File: src/design/rst_lp_defs.svh
/*
 * Timing counts, mode-bit positions and pin levels for the reset and
 * low-power controller.
 * Assumes inclusion by bare name from design files and the assertion file.
 */
`ifndef RST_LP_DEFS_SVH
`define RST_LP_DEFS_SVH

// Oscillator periods in one machine cycle.
`define OSC_PER_MCYCLE        12
// Machine cycles that the reset pin must stay high to be accepted.
`define RESET_MCYCLES         2
// Internal code space ends at this program counter value.
`define INTERNAL_CODE_LIMIT   17'h02000
// Power control register field positions.
`define PCTL_IDLE_BIT         0
`define PCTL_PDOWN_BIT        1
// Width of the watchdog reset pulse driven out, in machine cycles.
`define WDT_PULSE_MCYCLES     2
// Strobe and PWM pin levels held in the two low-power modes.
`define IDLE_STROBE_LVL       1'b1
`define PDOWN_STROBE_LVL      1'b0
`define PWM_HOLD_LVL          1'b1

`endif

File: src/design/rst_lp_pkg.sv
/*
 * Types shared by the reset and low-power controller.
 * Assumes the defs header is compiled alongside.
 */
package rst_lp_pkg;
	typedef enum logic [1:0] {
		MODE_RUN,
		MODE_IDLE,
		MODE_PDOWN
	} lp_mode_t;
endpackage

File: src/design/reset_lowpower_mode_control.sv
/*
 * Reset, clock entry and low-power mode control for an 8-bit
 * microcontroller: reset qualification, external-access latch, idle and
 * power-down sequencing, pin hold states and code-read protection.
 * Assumes the core reports instruction completion and wake interrupts
 * on sys_clk, and that the reset pin arrives asynchronously.
 */
`timescale 1ns/1ps
`default_nettype none
`include "rst_lp_defs.svh"

module reset_lowpower_mode_control #(
	parameter logic CODE_PROTECT = 1'b0,
	parameter int   PC_WIDTH     = 16
) (
	input  wire logic                sys_clk,           // oscillator clock
	input  wire logic                rst_b,             // sync reset, low
	input  wire logic                rst_pin_in,        // reset pin level
	output logic                     rst_pin_out,       // reset pin drive
	output logic                     rst_pin_oe,        // reset pin enable
	input  wire logic                ext_access_in,     // access select pin
	input  wire logic [7:0]          power_control_register, // mode bits
	input  wire logic                instr_done,        // instruction retired
	input  wire logic                irq_pending,       // enabled interrupt
	input  wire logic                watchdog_overflow, // watchdog pulse
	input  wire logic [PC_WIDTH-1:0] pc,                // program counter
	input  wire logic                code_read_instr,   // code read cycle
	input  wire logic                fetch_external,    // executing outside
	input  wire logic                test_read_req,     // test-mode readout
	input  wire logic                core_ale,          // core strobe
	input  wire logic                core_program_store_strobe,         // core strobe
	input  wire logic                core_pwm0,         // core pwm level
	input  wire logic                core_pwm1,         // core pwm level
	output logic                     core_reset,        // core reset level
	output logic                     cpu_run,           // core clock gate
	output logic                     periph_run,        // peripheral gate
	output logic                     osc_run,           // oscillator enable
	output logic                     phase_clk,         // divided phase
	output logic                     external_access_select, // latched
	output logic                     fetch_internal,    // internal fetch
	output logic                     code_read_allow,   // code as data ok
	output logic                     readout_refused,   // readout blocked
	output logic                     irq_vector_take,   // wake to handler
	output logic                     address_latch_strobe, // pin level
	output logic                     program_store_strobe, // pin level
	output logic                     port0_oe,          // port 0 enable
	output logic                     port0_hold,        // freeze data
	output logic                     port2_addr_sel,    // port 2 address
	output logic                     pulse_width_out0,  // pwm pin
	output logic                     pulse_width_out1,  // pwm pin
	output rst_lp_pkg::lp_mode_t     mode               // present mode
);
	rst_lp_pkg::lp_mode_t mode_r;
	rst_lp_pkg::lp_mode_t mode_nxt;
	logic                 ea_sync1_r;
	logic                 ea_sync2_r;
	logic                 ea_latch_r;
	logic [4:0]           wdt_cnt_r;
	logic [4:0]           wdt_cnt_nxt;
	wire                  mcycle_end;
	wire                  rst_valid;
	wire                  phase_w;
	wire                  in_reset;
	wire                  idle_req;
	wire                  pdown_req;
	wire                  low_power;
	wire                  pc_internal;
	wire                  wdt_active;
	logic                 pin_sync1_r;
	logic                 pin_sync2_r;
	wire                  osc_on;

	osc_half_divider #(
		.PER_MCYCLE (`OSC_PER_MCYCLE)
	) osc_half_divider_inst (
		.sys_clk    (sys_clk),
		.rst_b      (rst_b),
		.osc_run    (osc_on),
		.phase_clk  (phase_w),
		.mcycle_end (mcycle_end)
	);

	reset_qualifier #(
		.HOLD_MCYCLES (`RESET_MCYCLES)
	) reset_qualifier_inst (
		.sys_clk    (sys_clk),
		.rst_b      (rst_b),
		.rst_pin_in (rst_pin_in),
		.mcycle_end (mcycle_end),
		.rst_valid  (rst_valid)
	);

	assign in_reset  = rst_valid;
	// oscillator gate
	// A rising reset pin restarts the oscillator, otherwise the machine
	// cycles that qualify the reset could never be counted in power-down.
	assign osc_on = (mode_nxt != rst_lp_pkg::MODE_PDOWN) || in_reset ||
	                pin_sync2_r;

	always_ff @(posedge sys_clk) begin
		if (!rst_b) begin
			pin_sync1_r <= 1'b0;
			pin_sync2_r <= 1'b0;
		end else begin
			pin_sync1_r <= rst_pin_in;
			pin_sync2_r <= pin_sync1_r;
		end
	end
	assign idle_req  = power_control_register[`PCTL_IDLE_BIT];
	assign pdown_req = power_control_register[`PCTL_PDOWN_BIT];

	// Power-down wins when software sets both bits, as it saves more.
	always_comb begin
		mode_nxt = mode_r;
		case (mode_r)
			rst_lp_pkg::MODE_RUN: begin
				if (instr_done && pdown_req)
					mode_nxt = rst_lp_pkg::MODE_PDOWN;
				else if (instr_done && idle_req)
					mode_nxt = rst_lp_pkg::MODE_IDLE;
			end
			rst_lp_pkg::MODE_IDLE: begin
				if (irq_pending)
					mode_nxt = rst_lp_pkg::MODE_RUN;
			end
			rst_lp_pkg::MODE_PDOWN: begin
				mode_nxt = rst_lp_pkg::MODE_PDOWN;
			end
			default: mode_nxt = rst_lp_pkg::MODE_RUN;
		endcase
		if (in_reset)
			mode_nxt = rst_lp_pkg::MODE_RUN;
	end

	assign low_power   = (mode_r != rst_lp_pkg::MODE_RUN);
	assign pc_internal = ({1'b0, pc} < `INTERNAL_CODE_LIMIT);
	assign wdt_active  = (wdt_cnt_r != 5'h00);
	assign wdt_cnt_nxt = watchdog_overflow ?
	                     5'(`WDT_PULSE_MCYCLES * `OSC_PER_MCYCLE) :
	                     wdt_active ? wdt_cnt_r - 5'h01 : 5'h00;

	always_ff @(posedge sys_clk) begin
		if (!rst_b) begin
			mode_r <= rst_lp_pkg::MODE_RUN;
		end else begin
			mode_r <= mode_nxt;
		end
	end

	always_ff @(posedge sys_clk) begin
		if (!rst_b) begin
			ea_sync1_r <= 1'b0;
			ea_sync2_r <= 1'b0;
			ea_latch_r <= 1'b0;
		end else begin
			ea_sync1_r <= ext_access_in;
			ea_sync2_r <= ea_sync1_r;
			if (in_reset)
				ea_latch_r <= ea_sync2_r;
		end
	end

	always_ff @(posedge sys_clk) begin
		if (!rst_b) begin
			wdt_cnt_r   <= 5'h00;
			rst_pin_out <= 1'b0;
			rst_pin_oe  <= 1'b0;
		end else begin
			wdt_cnt_r   <= wdt_cnt_nxt;
			rst_pin_out <= (wdt_cnt_nxt != 5'h00);
			rst_pin_oe  <= (wdt_cnt_nxt != 5'h00);
		end
	end

	// Registered outputs; clock gates freeze state rather than clear it.
	always_ff @(posedge sys_clk) begin
		if (!rst_b) begin
			core_reset             <= 1'b1;
			cpu_run                <= 1'b0;
			periph_run             <= 1'b0;
			osc_run                <= 1'b1;
			phase_clk              <= 1'b0;
			external_access_select <= 1'b0;
			fetch_internal         <= 1'b0;
			code_read_allow        <= 1'b0;
			readout_refused        <= 1'b0;
			irq_vector_take        <= 1'b0;
			address_latch_strobe   <= 1'b1;
			program_store_strobe   <= 1'b1;
			port0_oe               <= 1'b0;
			port0_hold             <= 1'b0;
			port2_addr_sel         <= 1'b0;
			pulse_width_out0       <= `PWM_HOLD_LVL;
			pulse_width_out1       <= `PWM_HOLD_LVL;
			mode                   <= rst_lp_pkg::MODE_RUN;
		end else begin
			core_reset <= in_reset;
			mode       <= mode_nxt;
			phase_clk  <= phase_w;
			cpu_run    <= (mode_nxt == rst_lp_pkg::MODE_RUN) && !in_reset;
			periph_run <= (mode_nxt != rst_lp_pkg::MODE_PDOWN);
			osc_run    <= osc_on;
			external_access_select <= ea_latch_r;
			fetch_internal <= ea_latch_r && pc_internal;
			irq_vector_take <= (mode_r == rst_lp_pkg::MODE_IDLE) &&
			                   irq_pending && !in_reset;
			code_read_allow <= code_read_instr &&
			                   !(CODE_PROTECT && fetch_external &&
			                     ea_latch_r);
			readout_refused <= CODE_PROTECT &&
			                   (test_read_req ||
			                    (code_read_instr && fetch_external &&
			                     ea_latch_r));
			case (mode_nxt)
				rst_lp_pkg::MODE_IDLE: begin
					address_latch_strobe <= `IDLE_STROBE_LVL;
					program_store_strobe <= `IDLE_STROBE_LVL;
					port0_oe             <= ea_latch_r;
					port0_hold           <= 1'b1;
					port2_addr_sel       <= !ea_latch_r;
					pulse_width_out0     <= `PWM_HOLD_LVL;
					pulse_width_out1     <= `PWM_HOLD_LVL;
				end
				rst_lp_pkg::MODE_PDOWN: begin
					address_latch_strobe <= `PDOWN_STROBE_LVL;
					program_store_strobe <= `PDOWN_STROBE_LVL;
					port0_oe             <= ea_latch_r;
					port0_hold           <= 1'b1;
					port2_addr_sel       <= 1'b0;
					pulse_width_out0     <= `PWM_HOLD_LVL;
					pulse_width_out1     <= `PWM_HOLD_LVL;
				end
				default: begin
					address_latch_strobe <= core_ale;
					program_store_strobe <= core_program_store_strobe;
					port0_oe             <= 1'b1;
					port0_hold           <= 1'b0;
					port2_addr_sel       <= !ea_latch_r;
					pulse_width_out0     <= core_pwm0;
					pulse_width_out1     <= core_pwm1;
				end
			endcase
		end
	end
endmodule

`default_nettype wire

File: src/design/osc_half_divider.sv
/*
 * Divide-by-two stage for the oscillator clock and a phase counter that
 * marks the last oscillator period of each machine cycle.
 * Assumes sys_clk is the oscillator input clock and the gate stops it.
 */
`timescale 1ns/1ps
`default_nettype none
`include "rst_lp_defs.svh"

module osc_half_divider #(
	parameter int PER_MCYCLE = `OSC_PER_MCYCLE
) (
	input  wire logic sys_clk,   // oscillator clock
	input  wire logic rst_b,     // synchronous reset, active low
	input  wire logic osc_run,   // low freezes the divider
	output logic      phase_clk, // divided-by-two internal phase
	output logic      mcycle_end // pulse at the end of a machine cycle
);
	logic [3:0] cnt_r;
	logic [3:0] cnt_nxt;
	wire        cnt_wrap;

	assign cnt_wrap = (cnt_r == 4'(PER_MCYCLE - 1));
	assign cnt_nxt  = cnt_wrap ? 4'h0 : cnt_r + 4'h1;

	always_ff @(posedge sys_clk) begin
		if (!rst_b) begin
			phase_clk  <= 1'b0;
			cnt_r      <= 4'h0;
			mcycle_end <= 1'b0;
		end else if (osc_run) begin
			phase_clk  <= ~phase_clk;
			cnt_r      <= cnt_nxt;
			mcycle_end <= cnt_wrap;
		end else begin
			mcycle_end <= 1'b0;
		end
	end
endmodule

`default_nettype wire

File: src/design/reset_qualifier.sv
/*
 * Synchronises the reset pin and accepts a reset only after it has been
 * high across the required number of machine-cycle boundaries.
 * Assumes mcycle_end is a one-cycle pulse from the oscillator divider.
 */
`timescale 1ns/1ps
`default_nettype none
`include "rst_lp_defs.svh"

module reset_qualifier #(
	parameter int HOLD_MCYCLES = `RESET_MCYCLES
) (
	input  wire logic sys_clk,    // oscillator clock
	input  wire logic rst_b,      // synchronous reset, active low
	input  wire logic rst_pin_in, // reset pin level, high asserts
	input  wire logic mcycle_end, // machine cycle boundary pulse
	output logic      rst_valid   // reset accepted, level
);
	logic       sync1_r;
	logic       sync2_r;
	logic [2:0] held_r;
	logic [2:0] held_nxt;
	wire        held_full;

	assign held_full = (held_r >= 3'(HOLD_MCYCLES));
	assign held_nxt  = !sync2_r ? 3'h0 :
	                   (mcycle_end && !held_full) ? held_r + 3'h1 : held_r;

	always_ff @(posedge sys_clk) begin
		if (!rst_b) begin
			sync1_r   <= 1'b0;
			sync2_r   <= 1'b0;
			held_r    <= 3'h0;
			rst_valid <= 1'b0;
		end else begin
			sync1_r   <= rst_pin_in;
			sync2_r   <= sync1_r;
			held_r    <= held_nxt;
			rst_valid <= sync2_r && (held_nxt >= 3'(HOLD_MCYCLES));
		end
	end
endmodule

`default_nettype wire

File: config.mk
export PLATFORM = sky130hd
export DESIGN_NAME = reset_lowpower_mode_control
export DESIGN_NICKNAME = d
export VERILOG_FILES = /design/src/design/rst_lp_pkg.sv /design/src/design/reset_lowpower_mode_control.sv /design/src/design/osc_half_divider.sv /design/src/design/reset_qualifier.sv
export VERILOG_INCLUDE_DIRS = /design/src /design/src/design
export SDC_FILE = /design/constraint.sdc
export NUM_CORES = 1
export LEC_CHECK = 0
export BUFFER_PORTS_ARGS = -buffer_cell sky130_fd_sc_hd__buf_2
export CAP_MARGIN = 30
export CORE_UTILIZATION = 40
export CTS_CLUSTER_SIZE = 16
export DETAILED_ROUTE_END_ITERATION = 6
export PLACE_DENSITY_LB_ADDON = 0.3
export RECOVER_POWER = 25
export SLEW_MARGIN = 30
export SYNTH_ARGS = -nofsm -noshare
export SYNTH_HDL_FRONTEND = slang
export SYNTH_SLANG_ARGS = --single-unit
export TNS_END_PERCENT = 30
File: constraint.sdc
create_clock -name sys_clk -period 2.45 [get_ports sys_clk]
set_clock_uncertainty 0.15 [all_clocks]
set_input_delay 0.1225 -clock sys_clk [delete_from_list [all_inputs] [get_ports sys_clk]]
set_output_delay 0.1225 -clock sys_clk [all_outputs]
set_load 0.01 [all_outputs]
Yosys cells after proc, flatten, opt, wreduce, memory -nomap -nowiden
Cells that the tools add are included.
{ "op_classes": {"add_sub_neg": 3, "multipliers": 0, "div": 0, "n_lt_le_gt_ge": 3, "eq_ne": 6, "n_shift": 0, "n_mux": 14, "n_bitwise": 2, "n_reduce_logical": 21} }
{ "op_table": {"columns": ["operator", "count"], "rows": [
  ["$lt A16 B14 Y1 const B", 1],
  ["$mux W5", 2],
  ["$reduce_bool A5 Y1", 2],
  ["$logic_and A1 B1 Y1", 8],
  ["$mux W2", 4],
  ["$ge A3 B2 Y1 const B", 2],
  ["$mux W3", 2],
  ["$pmux W2 S3", 1],
  ["$sub A5 B1 Y5 const B", 1],
  ["$add A4 B1 Y4 const B", 1],
  ["$eq A2 B1 Y1 const B", 2],
  ["$eq A2 B2 Y1 const B", 2],
  ["$eq A4 B4 Y1 const B", 1],
  ["$logic_not A2 Y1", 2],
  ["$mux W4", 1],
  ["$pmux W1 S2", 2],
  ["$reduce_or A2 Y1", 2],
  ["$add A3 B1 Y3 const B", 1],
  ["$logic_not A1 Y1", 3],
  ["$reduce_or A3 Y1", 1],
  ["$logic_or A1 B1 Y1", 2],
  ["$mux W1", 2],
  ["$ne A2 B2 Y1 const B", 1],
  ["$not A1 Y1", 2],
  ["$reduce_and A2 Y1", 1]
]} }
{ "word_totals": {"ff_bits": 39, "latch_bits": 0, "ram_bits": 0, "mem_bits_ro": 0, "input_bits": 38, "out_inout_bits": 21, "elab_cells": 78, "memories": 0} }

Depth between registers and ports, before layout
Gate-level depths: netlist (run 1).
{ "logic_depth": {"word_depth": 9, "depth_mapped": 7, "mapped_depth_nobuf": 7} }

Cells and area by module
Synthesis (run 1) repeated with hierarchy kept, for this count alone.
{ "unflattened": {"cells_unflattened": 148, "area_unflattened_um2": 1519.0} }
{ "modules_own_cells": {"columns": ["mod", "instances", "cells_each", "area_per_inst_um2", "seq_area_each_um2"], "rows": [
  ["reset_lowpower_mode_control", 1, 97, 1014.7, 580.6],
  ["osc_half_divider", 1, 29, 276.5, 120.1],
  ["reset_qualifier", 1, 22, 227.7, 120.1]
]} }

Worst setup path before layout (run 1)
OpenSTA, ideal clock, no wires.
{ "synth_timing": {"path_type": "reg2reg", "startpoint": "reg, netlist name mode[0]", "endpoint": "reg osc_half_divider_inst.cnt_r[0]", "setup_time_ps": 70, "t_arrival_ps": 1780, "required_time_ps": 2230, "slack_ps": 450, "path_stages_with_launch": 8, "n_path_buf": 0, "synth_period_minus_slack_ps": 2000, "cell_sequence": "dfxtp_1 nor4bb_1 o21bai_1 or2_1 ha_1 nor3b_2 or3_1 a21boi_1"} }
{ "synth_rtl": {"columns": ["item", "line", "rtl"], "rows": [
  ["end signal, assigned", "osc_half_divider.sv:33", "cnt_r <= cnt_nxt;"],
  ["end, declared", "osc_half_divider.sv:19", "logic [3:0] cnt_r;"]
]} }

==> impl_metrics.csv, run 1 <==
group,metric,value,unit
run_status,status,"complete, no violations",
routing,drc_errors,0,
worst_setup_path,r2r-start,"mode[0]",
yosys,yosys.area_share.adder,5.89,%
yosys,syn_avg_cell_area,10.4,um2
yosys,synth_xor_xnor_area_share,1.77,%
yosys,synth_top_cells_by_area,"dfxtp_1 52%, ha_1 5.9%, and2_1 4.2%",
power,irDropWorstVdd,356,uV
power,p_leak,0.843,nW
worst_setup_path,start_kind,"flop",
floorplanning,core,3440,um2
global_route,grt_pass1_wl,4.66,mm
worst_setup_path,cp_cell_sequence,"nor4bb_1 > o21bai_1 > or2_1 > ha_1 > nor3b_2 > or3_1 > a21boi_1",
timing,timing.setup.tns,0,ns
routing,final_antenna_net_count,0,
global_route,grt_usage,15.1,%
routing,wl_per_cell,11.2,um
flow_run,drv_cap,0,
floorplanning,num_rows,21,
timing,fmax,0.465,GHz
yosys,ys.flop_type,"dfxtp_1",
power,powerDensity,698,nW/um2
worst_setup_path,cp_data_arrival_time,2.22,ns
cts,cts-resized-gates,0,
min_path,min-delay-start,"rst_b",
placed_design,port_buffers,36,
timing,min_period,2.15,ns
min_path,min_to,"osc_half_divider_inst.cnt_r[2]",
yosys,synth.top_cell.area_share,52.5,%
timing,setup_viol,0,
cts,clk_latency,0.28,ns
yosys,synthCells,143,
routing,wirelength,2.69,mm
yosys,synthSimpleGateAreaFrac,24.2,%
power,p_clk_share,34.9,%
timing,hold_slack,0.117,ns
worst_setup_path,reg2regPathDepth,7,
worst_setup_path,rr_endpoint,"osc_half_divider_inst.cnt_r[0]",
yosys,synth_edf_count,0,
power,combPwrFrac,12.4,%
min_path,hold_depth,2,
cts,clk_pin_slew,0.07,ns
cts,clockBufferDepth,2,
yosys,seq_area_frac_synth,52.5,%
cells_and_area,n_antenna_cell,0,
cts,cts.sinks,39,
worst_setup_path,crit_type,"flop to flop",
timing,hold_viol,0,
yosys,synth.mux.area_fraction,0.673,%
timing,period_share,87.7,%
placed_design,hpwl,1.88,mm
cells_and_area,drive_gt1_share,22.2,%
routing,via_count,1137,
floorplanning,pin_count,59,
worst_setup_path,regToRegSetupSlack,0.30,ns
worst_setup_path,critPathMaxFanout,5,
yosys,yosysWarningCount,0,
placed_design,place.gp.congestion,0.707,
yosys,synth.distinct_cells,44,
global_route,grt_pass1_vias,1109,
global_route,antenna_found_initial,0,
floorplanning,dieArea,3970,um2
floorplanning,die_height,63.0,um
timing,rsz0062_at_grt,"false",
cts,cts_root_buf,"clkbuf_8",
power,intPower,1.02,mW
worst_setup_path,end_kind,"flop",
yosys,synth_compound_area_share,9.92,%
floorplanning,start_util,43.2,%
cells_and_area,filler_cell_count,303,
yosys,synth_top_family_by_area,"simple AND/OR/NAND/NOR gates",
placed_design,dp.cells,221,
cells_and_area,nets,238,
yosys,synthesis.area,1490,um2
worst_setup_path,slowest_delay,0.36,ns
power,power.net_switching,0.306,mW
routing,drt_first_iter_violations,66,
power,netSwitchingFraction,23.1,%
yosys,yosys.area.top_type,"dfxtp_1",
worst_setup_path,critPathRequiredTime,2.52,ns
min_path,hold_class,"primary input to flop",
yosys,synth_commonest_cells,"39 x dfxtp_1, 11 x inv_1, 11 x nor2_1, 10 x and2_1, 7 x ha_1",
cts,h-tree-depth,2,
cts,cts_tree,"built",
timing,maxSlewViolCount,0,
yosys,synth-seq-cells,39,
yosys,async_flop_share,0,%
cts,cts_buffers,5,
yosys,syn_nets,188,
worst_setup_path,crit_slowest_cell,"or3_1",
power,seq_power_share,52.8,%
routing,first_pass_iters,4,
global_route,grt_max_degree,26,
cells_and_area,areaGrowthSynthToFinish,27.4,%
yosys,synth_most_common_cell,"dfxtp_1",
floorplanning,die_x,63.0,um
routing,vias_per_cell,4.74,
global_route,overflow,0,
cells_and_area,stdcell_count,240,
how the worst max path moves through the flow:
stage                        from                        endpoint  slack [ns]  cells past startpoint
after floorplan           mode[0]  osc_half_divider_inst.cnt_r[0]        0.45                      7
after global placement    mode[0]  osc_half_divider_inst.cnt_r[0]        0.39                      7
after detailed placement  mode[0]  osc_half_divider_inst.cnt_r[0]        0.32                      7
after CTS                 mode[0]  osc_half_divider_inst.cnt_r[0]        0.29                      7
after global routing      mode[0]  osc_half_divider_inst.cnt_r[0]        0.17                      7
final                     mode[0]  osc_half_divider_inst.cnt_r[0]        0.30                      7
layout make-up:
cell class / instances / area [um2] / area share (%)
clock buffer: 8 / 100 / 5.28
inverter: 11 / 41.3 / 2.18
multi-input combinational: 89 / 633 / 33.4
sequential: 39 / 781 / 41.2
tap: 46 / 57.6 / 3.04
timing repair buffer: 47 / 283 / 14.9
flip-flops by register name (all words and copies together), names as in the netlist, 2 cells and up:
name,cells
mode,2
osc_half_divider_inst.cnt_r,4
reset_qualifier_inst.held_r,3
wdt_cnt_r,5
through the flow:
step                worst slack (ns)  utilization (%)  area, um2  total power, mW
finish                         0.301             55.1       1900             1.32
global route                   0.173             55.1       1900             1.39
CTS                            0.286             55.4       1910             1.34
detailed placement             0.315             49.3       1700            0.867
global placement               0.392             49.3       1700            0.857
floorplan                      0.450                -       1490            0.814
critical path, delay by kind of cell, from the launching register on:
kind / cells / cell delay (ns)
adders and majority gates: 1 / 0.23
AOI/OAI and AO/OA: 2 / 0.25
and+or+nand+nor: 4 / 1.10
DFF: 1 / 0.35
what timing repair did:
item | in CTS | in global routing
setup buffers | 0 | 0
endpoints found under the hold margin | 12 | 0
hold buffers | 11 | 0
cell families after synthesis:
| group | count (synthesis) |
|---|---|
| AOI/OAI and AO/OA | 22 |
| DFF | 39 |
| muxes | 1 |
| adders and majority gates | 7 |
| buffers and inverters | 15 |
| xor gates and xnor gates | 3 |
| other | 1 |
| and+or+nand+nor | 55 |
layer usage:
metal / up-vias / global-route usage [%] / routed length (um)
li1: 578 / - / -
met1: 526 / 16.3 / 1160
met2: 28 / 25.9 / 1330
met3: 5 / 6.02 / 163
met4: 0 / 6.10 / 39
met5: - / 0 / 0
power groups by stage:
stage / sequential, mW / clock (mW) / combinational, mW
2_1_floorplan: 0.720 / 0 / 0.0941
3_3_place_gp: 0.709 / 0 / 0.148
3_5_place_dp: 0.712 / 0 / 0.155
4_1_cts: 0.697 / 0.476 / 0.168
5_1_grt: 0.703 / 0.508 / 0.183
6_report: 0.698 / 0.461 / 0.163
placed cells by master (no fill, tap or decap), drive strengths merged, types with 4 or more instances in the layout:
cell         instances
nor2                11
ha                   7
clkbuf              14
a21oi                6
nand2                5
dfxtp               39
inv                 11
and2                10
dlygate4sd3         11
nor2b                4
buf                 30
a21boi               6
(Power assumes the default switching activity.)
==> inputs of run 2 (changes only) <==
--- a/config.mk
+++ b/config.mk
@@ -6,11 +6,13 @@
 export SDC_FILE = /design/constraint.sdc
 export NUM_CORES = 1
 export LEC_CHECK = 0
+export ABC_AREA = 1
 export BUFFER_PORTS_ARGS = -buffer_cell sky130_fd_sc_hd__buf_2
 export CAP_MARGIN = 30
-export CORE_UTILIZATION = 40
+export CORE_UTILIZATION = 25
 export CTS_CLUSTER_SIZE = 16
 export DETAILED_ROUTE_END_ITERATION = 6
+export GPL_TIMING_DRIVEN = 0
 export PLACE_DENSITY_LB_ADDON = 0.3
 export RECOVER_POWER = 25
 export SLEW_MARGIN = 30
==> run 2 against run 1 <==
Die area increased by 59%. Utilization decreased by 20 points. Final area increased by 2.9%. Routed wire length increased by 0.67%. Clock power decreased by 11%. Sequential cell count unchanged. First-iteration DRC count decreased by 36%. Combinational power increased by 23%. Power decreased by 1.3%. Area after synthesis increased by 0.67%. Sequential share of layout area decreased by 1.2 points. Worst setup slack improved by 0.25 ns. Critical endpoint is now fetch_internal.
==> impl_metrics.csv, run 2 <==
group,metric,value,unit
cells_and_area,nets,284,
cells_and_area,largest_reg_flops,5,
cts,cts_buffers,5,
cts,h-tree-depth,2,
routing,drt_first_iter_violations,42,
placed_design,dp_slack,0.656,ns
placed_design,port_buffers,35,
cells_and_area,final_cell_mix,"44 x nand2_1, 39 x dfxtp_1, 34 x inv_1, 26 x buf_2, 18 x nor2_1",
cells_and_area,n_antenna_cell,0,
floorplanning,num_rows,27,
timing,fmax,0.526,GHz
floorplanning,core,5640,um2
yosys,syn_avg_cell_area,8.10,um2
worst_setup_path,crit_type,"primary input to flop",
timing,setup_ws,0.550,ns
cts,postCtsSetupBuffers,0,
yosys,yosys.area.top_type,"dfxtp_1",
yosys,synth-seq-cells,39,
floorplanning,start_util,26.5,%
timing,setup_viol,0,
worst_setup_path,critPathMaxFanout,10,
power,p_leak,1.04,nW
worst_setup_path,start_kind,"primary input",
floorplanning,dieArea,6300,um2
yosys,seq_area_frac_synth,52.1,%
cts,clk_latency,0.29,ns
yosys,synth_edf_count,0,
min_path,hold_class,"primary input to flop",
yosys,synth_commonest_cells,"44 x nand2_1, 39 x dfxtp_1, 34 x inv_1, 18 x nor2_1",
global_route,grt_usage,9.37,%
cells_and_area,drive_gt1_share,18.8,%
routing,final_antenna_net_count,0,
routing,first_pass_iters,4,
floorplanning,die_height,79.4,um
global_route,antenna_found_initial,0,
global_route,grt_max_degree,13,
yosys,ys.flop_type,"dfxtp_1",
cts,clockBufferDepth,2,
yosys,yosysWarningCount,0,
yosys,async_flop_share,0,%
cts,clk_pin_slew,0.07,ns
global_route,grt_pass1_wl,4.46,mm
worst_setup_path,end_kind,"flop",
yosys,synthSimpleGateAreaFrac,24.6,%
timing,timing.setup.tns,0,ns
cells_and_area,top_regs,"wdt_cnt_r x5, osc_half_divider_inst.cnt_r x4, reset_qualifier_inst.held_r x3",
routing,wl_per_cell,8.68,um
timing,period_share,77.5,%
cts,cts_root_buf,"clkbuf_8",
routing,vias_per_cell,3.86,
flow_run,drv_cap,0,
power,irDropWorstVdd,200,uV
routing,via_count,1204,
yosys,synth_top_family_by_area,"simple AND/OR/NAND/NOR gates",
placed_design,place.gp.congestion,0.769,
worst_setup_path,critPathRequiredTime,2.53,ns
yosys,yosys.area_share.adder,5.85,%
cells_and_area,areaGrowthSynthToFinish,30.2,%
routing,drc_errors,0,
floorplanning,pin_count,59,
floorplanning,die_x,79.4,um
yosys,synth.top_cell.area_share,52.1,%
yosys,synth_top_cells_by_area,"dfxtp_1 52%, nand2_1 11%, inv_1 8.5%",
yosys,synth_most_common_cell,"nand2_1",
routing,wirelength,2.71,mm
power,power,1.31,mW
placed_design,hpwl,1.97,mm
power,powerDensity,669,nW/um2
yosys,synth_compound_area_share,4.68,%
global_route,overflow,0,
yosys,synthesis.area,1500,um2
yosys,syn_nets,230,
run_status,status,"complete, no violations",
timing,min_period,1.90,ns
timing,maxSlewViolCount,0,
yosys,synth.distinct_cells,27,
cells_and_area,regMostFlops,"wdt_cnt_r",
cells_and_area,final_common_cell,"nand2_1",
yosys,synthCells,185,
cts,cts-resized-gates,0,
global_route,grt_pass1_vias,1090,
yosys,synth_xor_xnor_area_share,1.17,%
worst_setup_path,cp_data_arrival_time,1.98,ns
timing,hold_viol,0,
timing,rsz0062_at_grt,"false",
cells_and_area,filler_cell_count,594,
cts,cts.sinks,39,
yosys,synth.mux.area_fraction,0,%
cts,cts_tree,"built",
[run 2: cell count changes after synthesis, sizes merged, moves of 4 or more]
cell / change
a21boi: -6
and2: -10
inv: +25
nand2: +41
nand3: +8
nor2: +10
nor2b: -4
[run 2: cell families (layout without fill, tap and decap cells)]
| logic type | after synthesis | count (layout) |
|---|---|---|
| xor gates and xnor gates | 2 | 2 |
| and+or+nand+nor | 83 | 83 |
| buffers and inverters | 41 | 96 |
| adders and majority gates | 7 | 7 |
| DFF | 39 | 39 |
| AOI/OAI and AO/OA | 12 | 12 |
| other | 1 | 1 |
[run 2: repair_timing]
item,in CTS,in global routing
setup endpoints to repair,0,0
hold endpoints to repair,15,0
hold buffers,12,0
[run 2: final timing paths]
check	startpoint	end	slack [ns]	cells after the start
hold reg to reg	ea_sync1_r	ea_sync2_r	0.26	2
hold / removal	power_control_register[1]	mode[1]	0.13	5
setup reg to reg	mode[0]	osc_half_divider_inst.cnt_r[0]	0.62	11
setup / recovery	rst_b	fetch_internal	0.55	5
[run 2: final cells by class]
| cell class | count | area [um2] | area share [%] |
|---|---|---|---|
| Tap cell | 72 | 90.1 | 4.62 |
| Clock buffer | 6 | 72.6 | 3.72 |
| Clock inverter | 2 | 12.5 | 0.641 |
| Timing Repair Buffer | 47 | 282 | 14.4 |
| Sequential cell | 39 | 781 | 40.0 |
| Inverter | 36 | 138 | 7.06 |
| Multi-Input combinational cell | 105 | 547 | 28.0 |
| Buffer | 5 | 28.8 | 1.48 |
[run 2: metal layers]
layer	GRT usage, %	part of all wire, %	up-vias
li1	-	-	660
met2	15.0	42	38
met4	5.45	1.9	0
met1	10.7	50	501
met3	3.31	6.4	5
met5	0	0	-
[run 2: power by group]
group / leakage (nW) / switching (mW) / internal [mW] / total (mW)
Clock: 0.0412 / 0.210 / 0.199 / 0.409
Sequential: 0.321 / 0.0193 / 0.676 / 0.696
Combinational: 0.673 / 0.113 / 0.0874 / 0.200
Total: 1.04 / 0.343 / 0.962 / 1.31
[run 2: stage by stage]
stage                     cell area (um2)  utilization, %  instances  hold slack [ns]
after floorplan                      1500               -        185           0.0489
after global placement               1760            31.2        292            0.141
after detailed placement             1760            31.2        292            0.143
after CTS                            1970            34.9        312            0.119
after global routing                 1950            34.6        312            0.159
final                                1950            34.6        312            0.127
[run 2: critical path: stages]
cell           delay (ns)
dlygate4sd3_1        0.52
clkbuf_1             0.40
nand2_1              0.18
nor4_1               0.19
dlygate4sd3_1        0.57
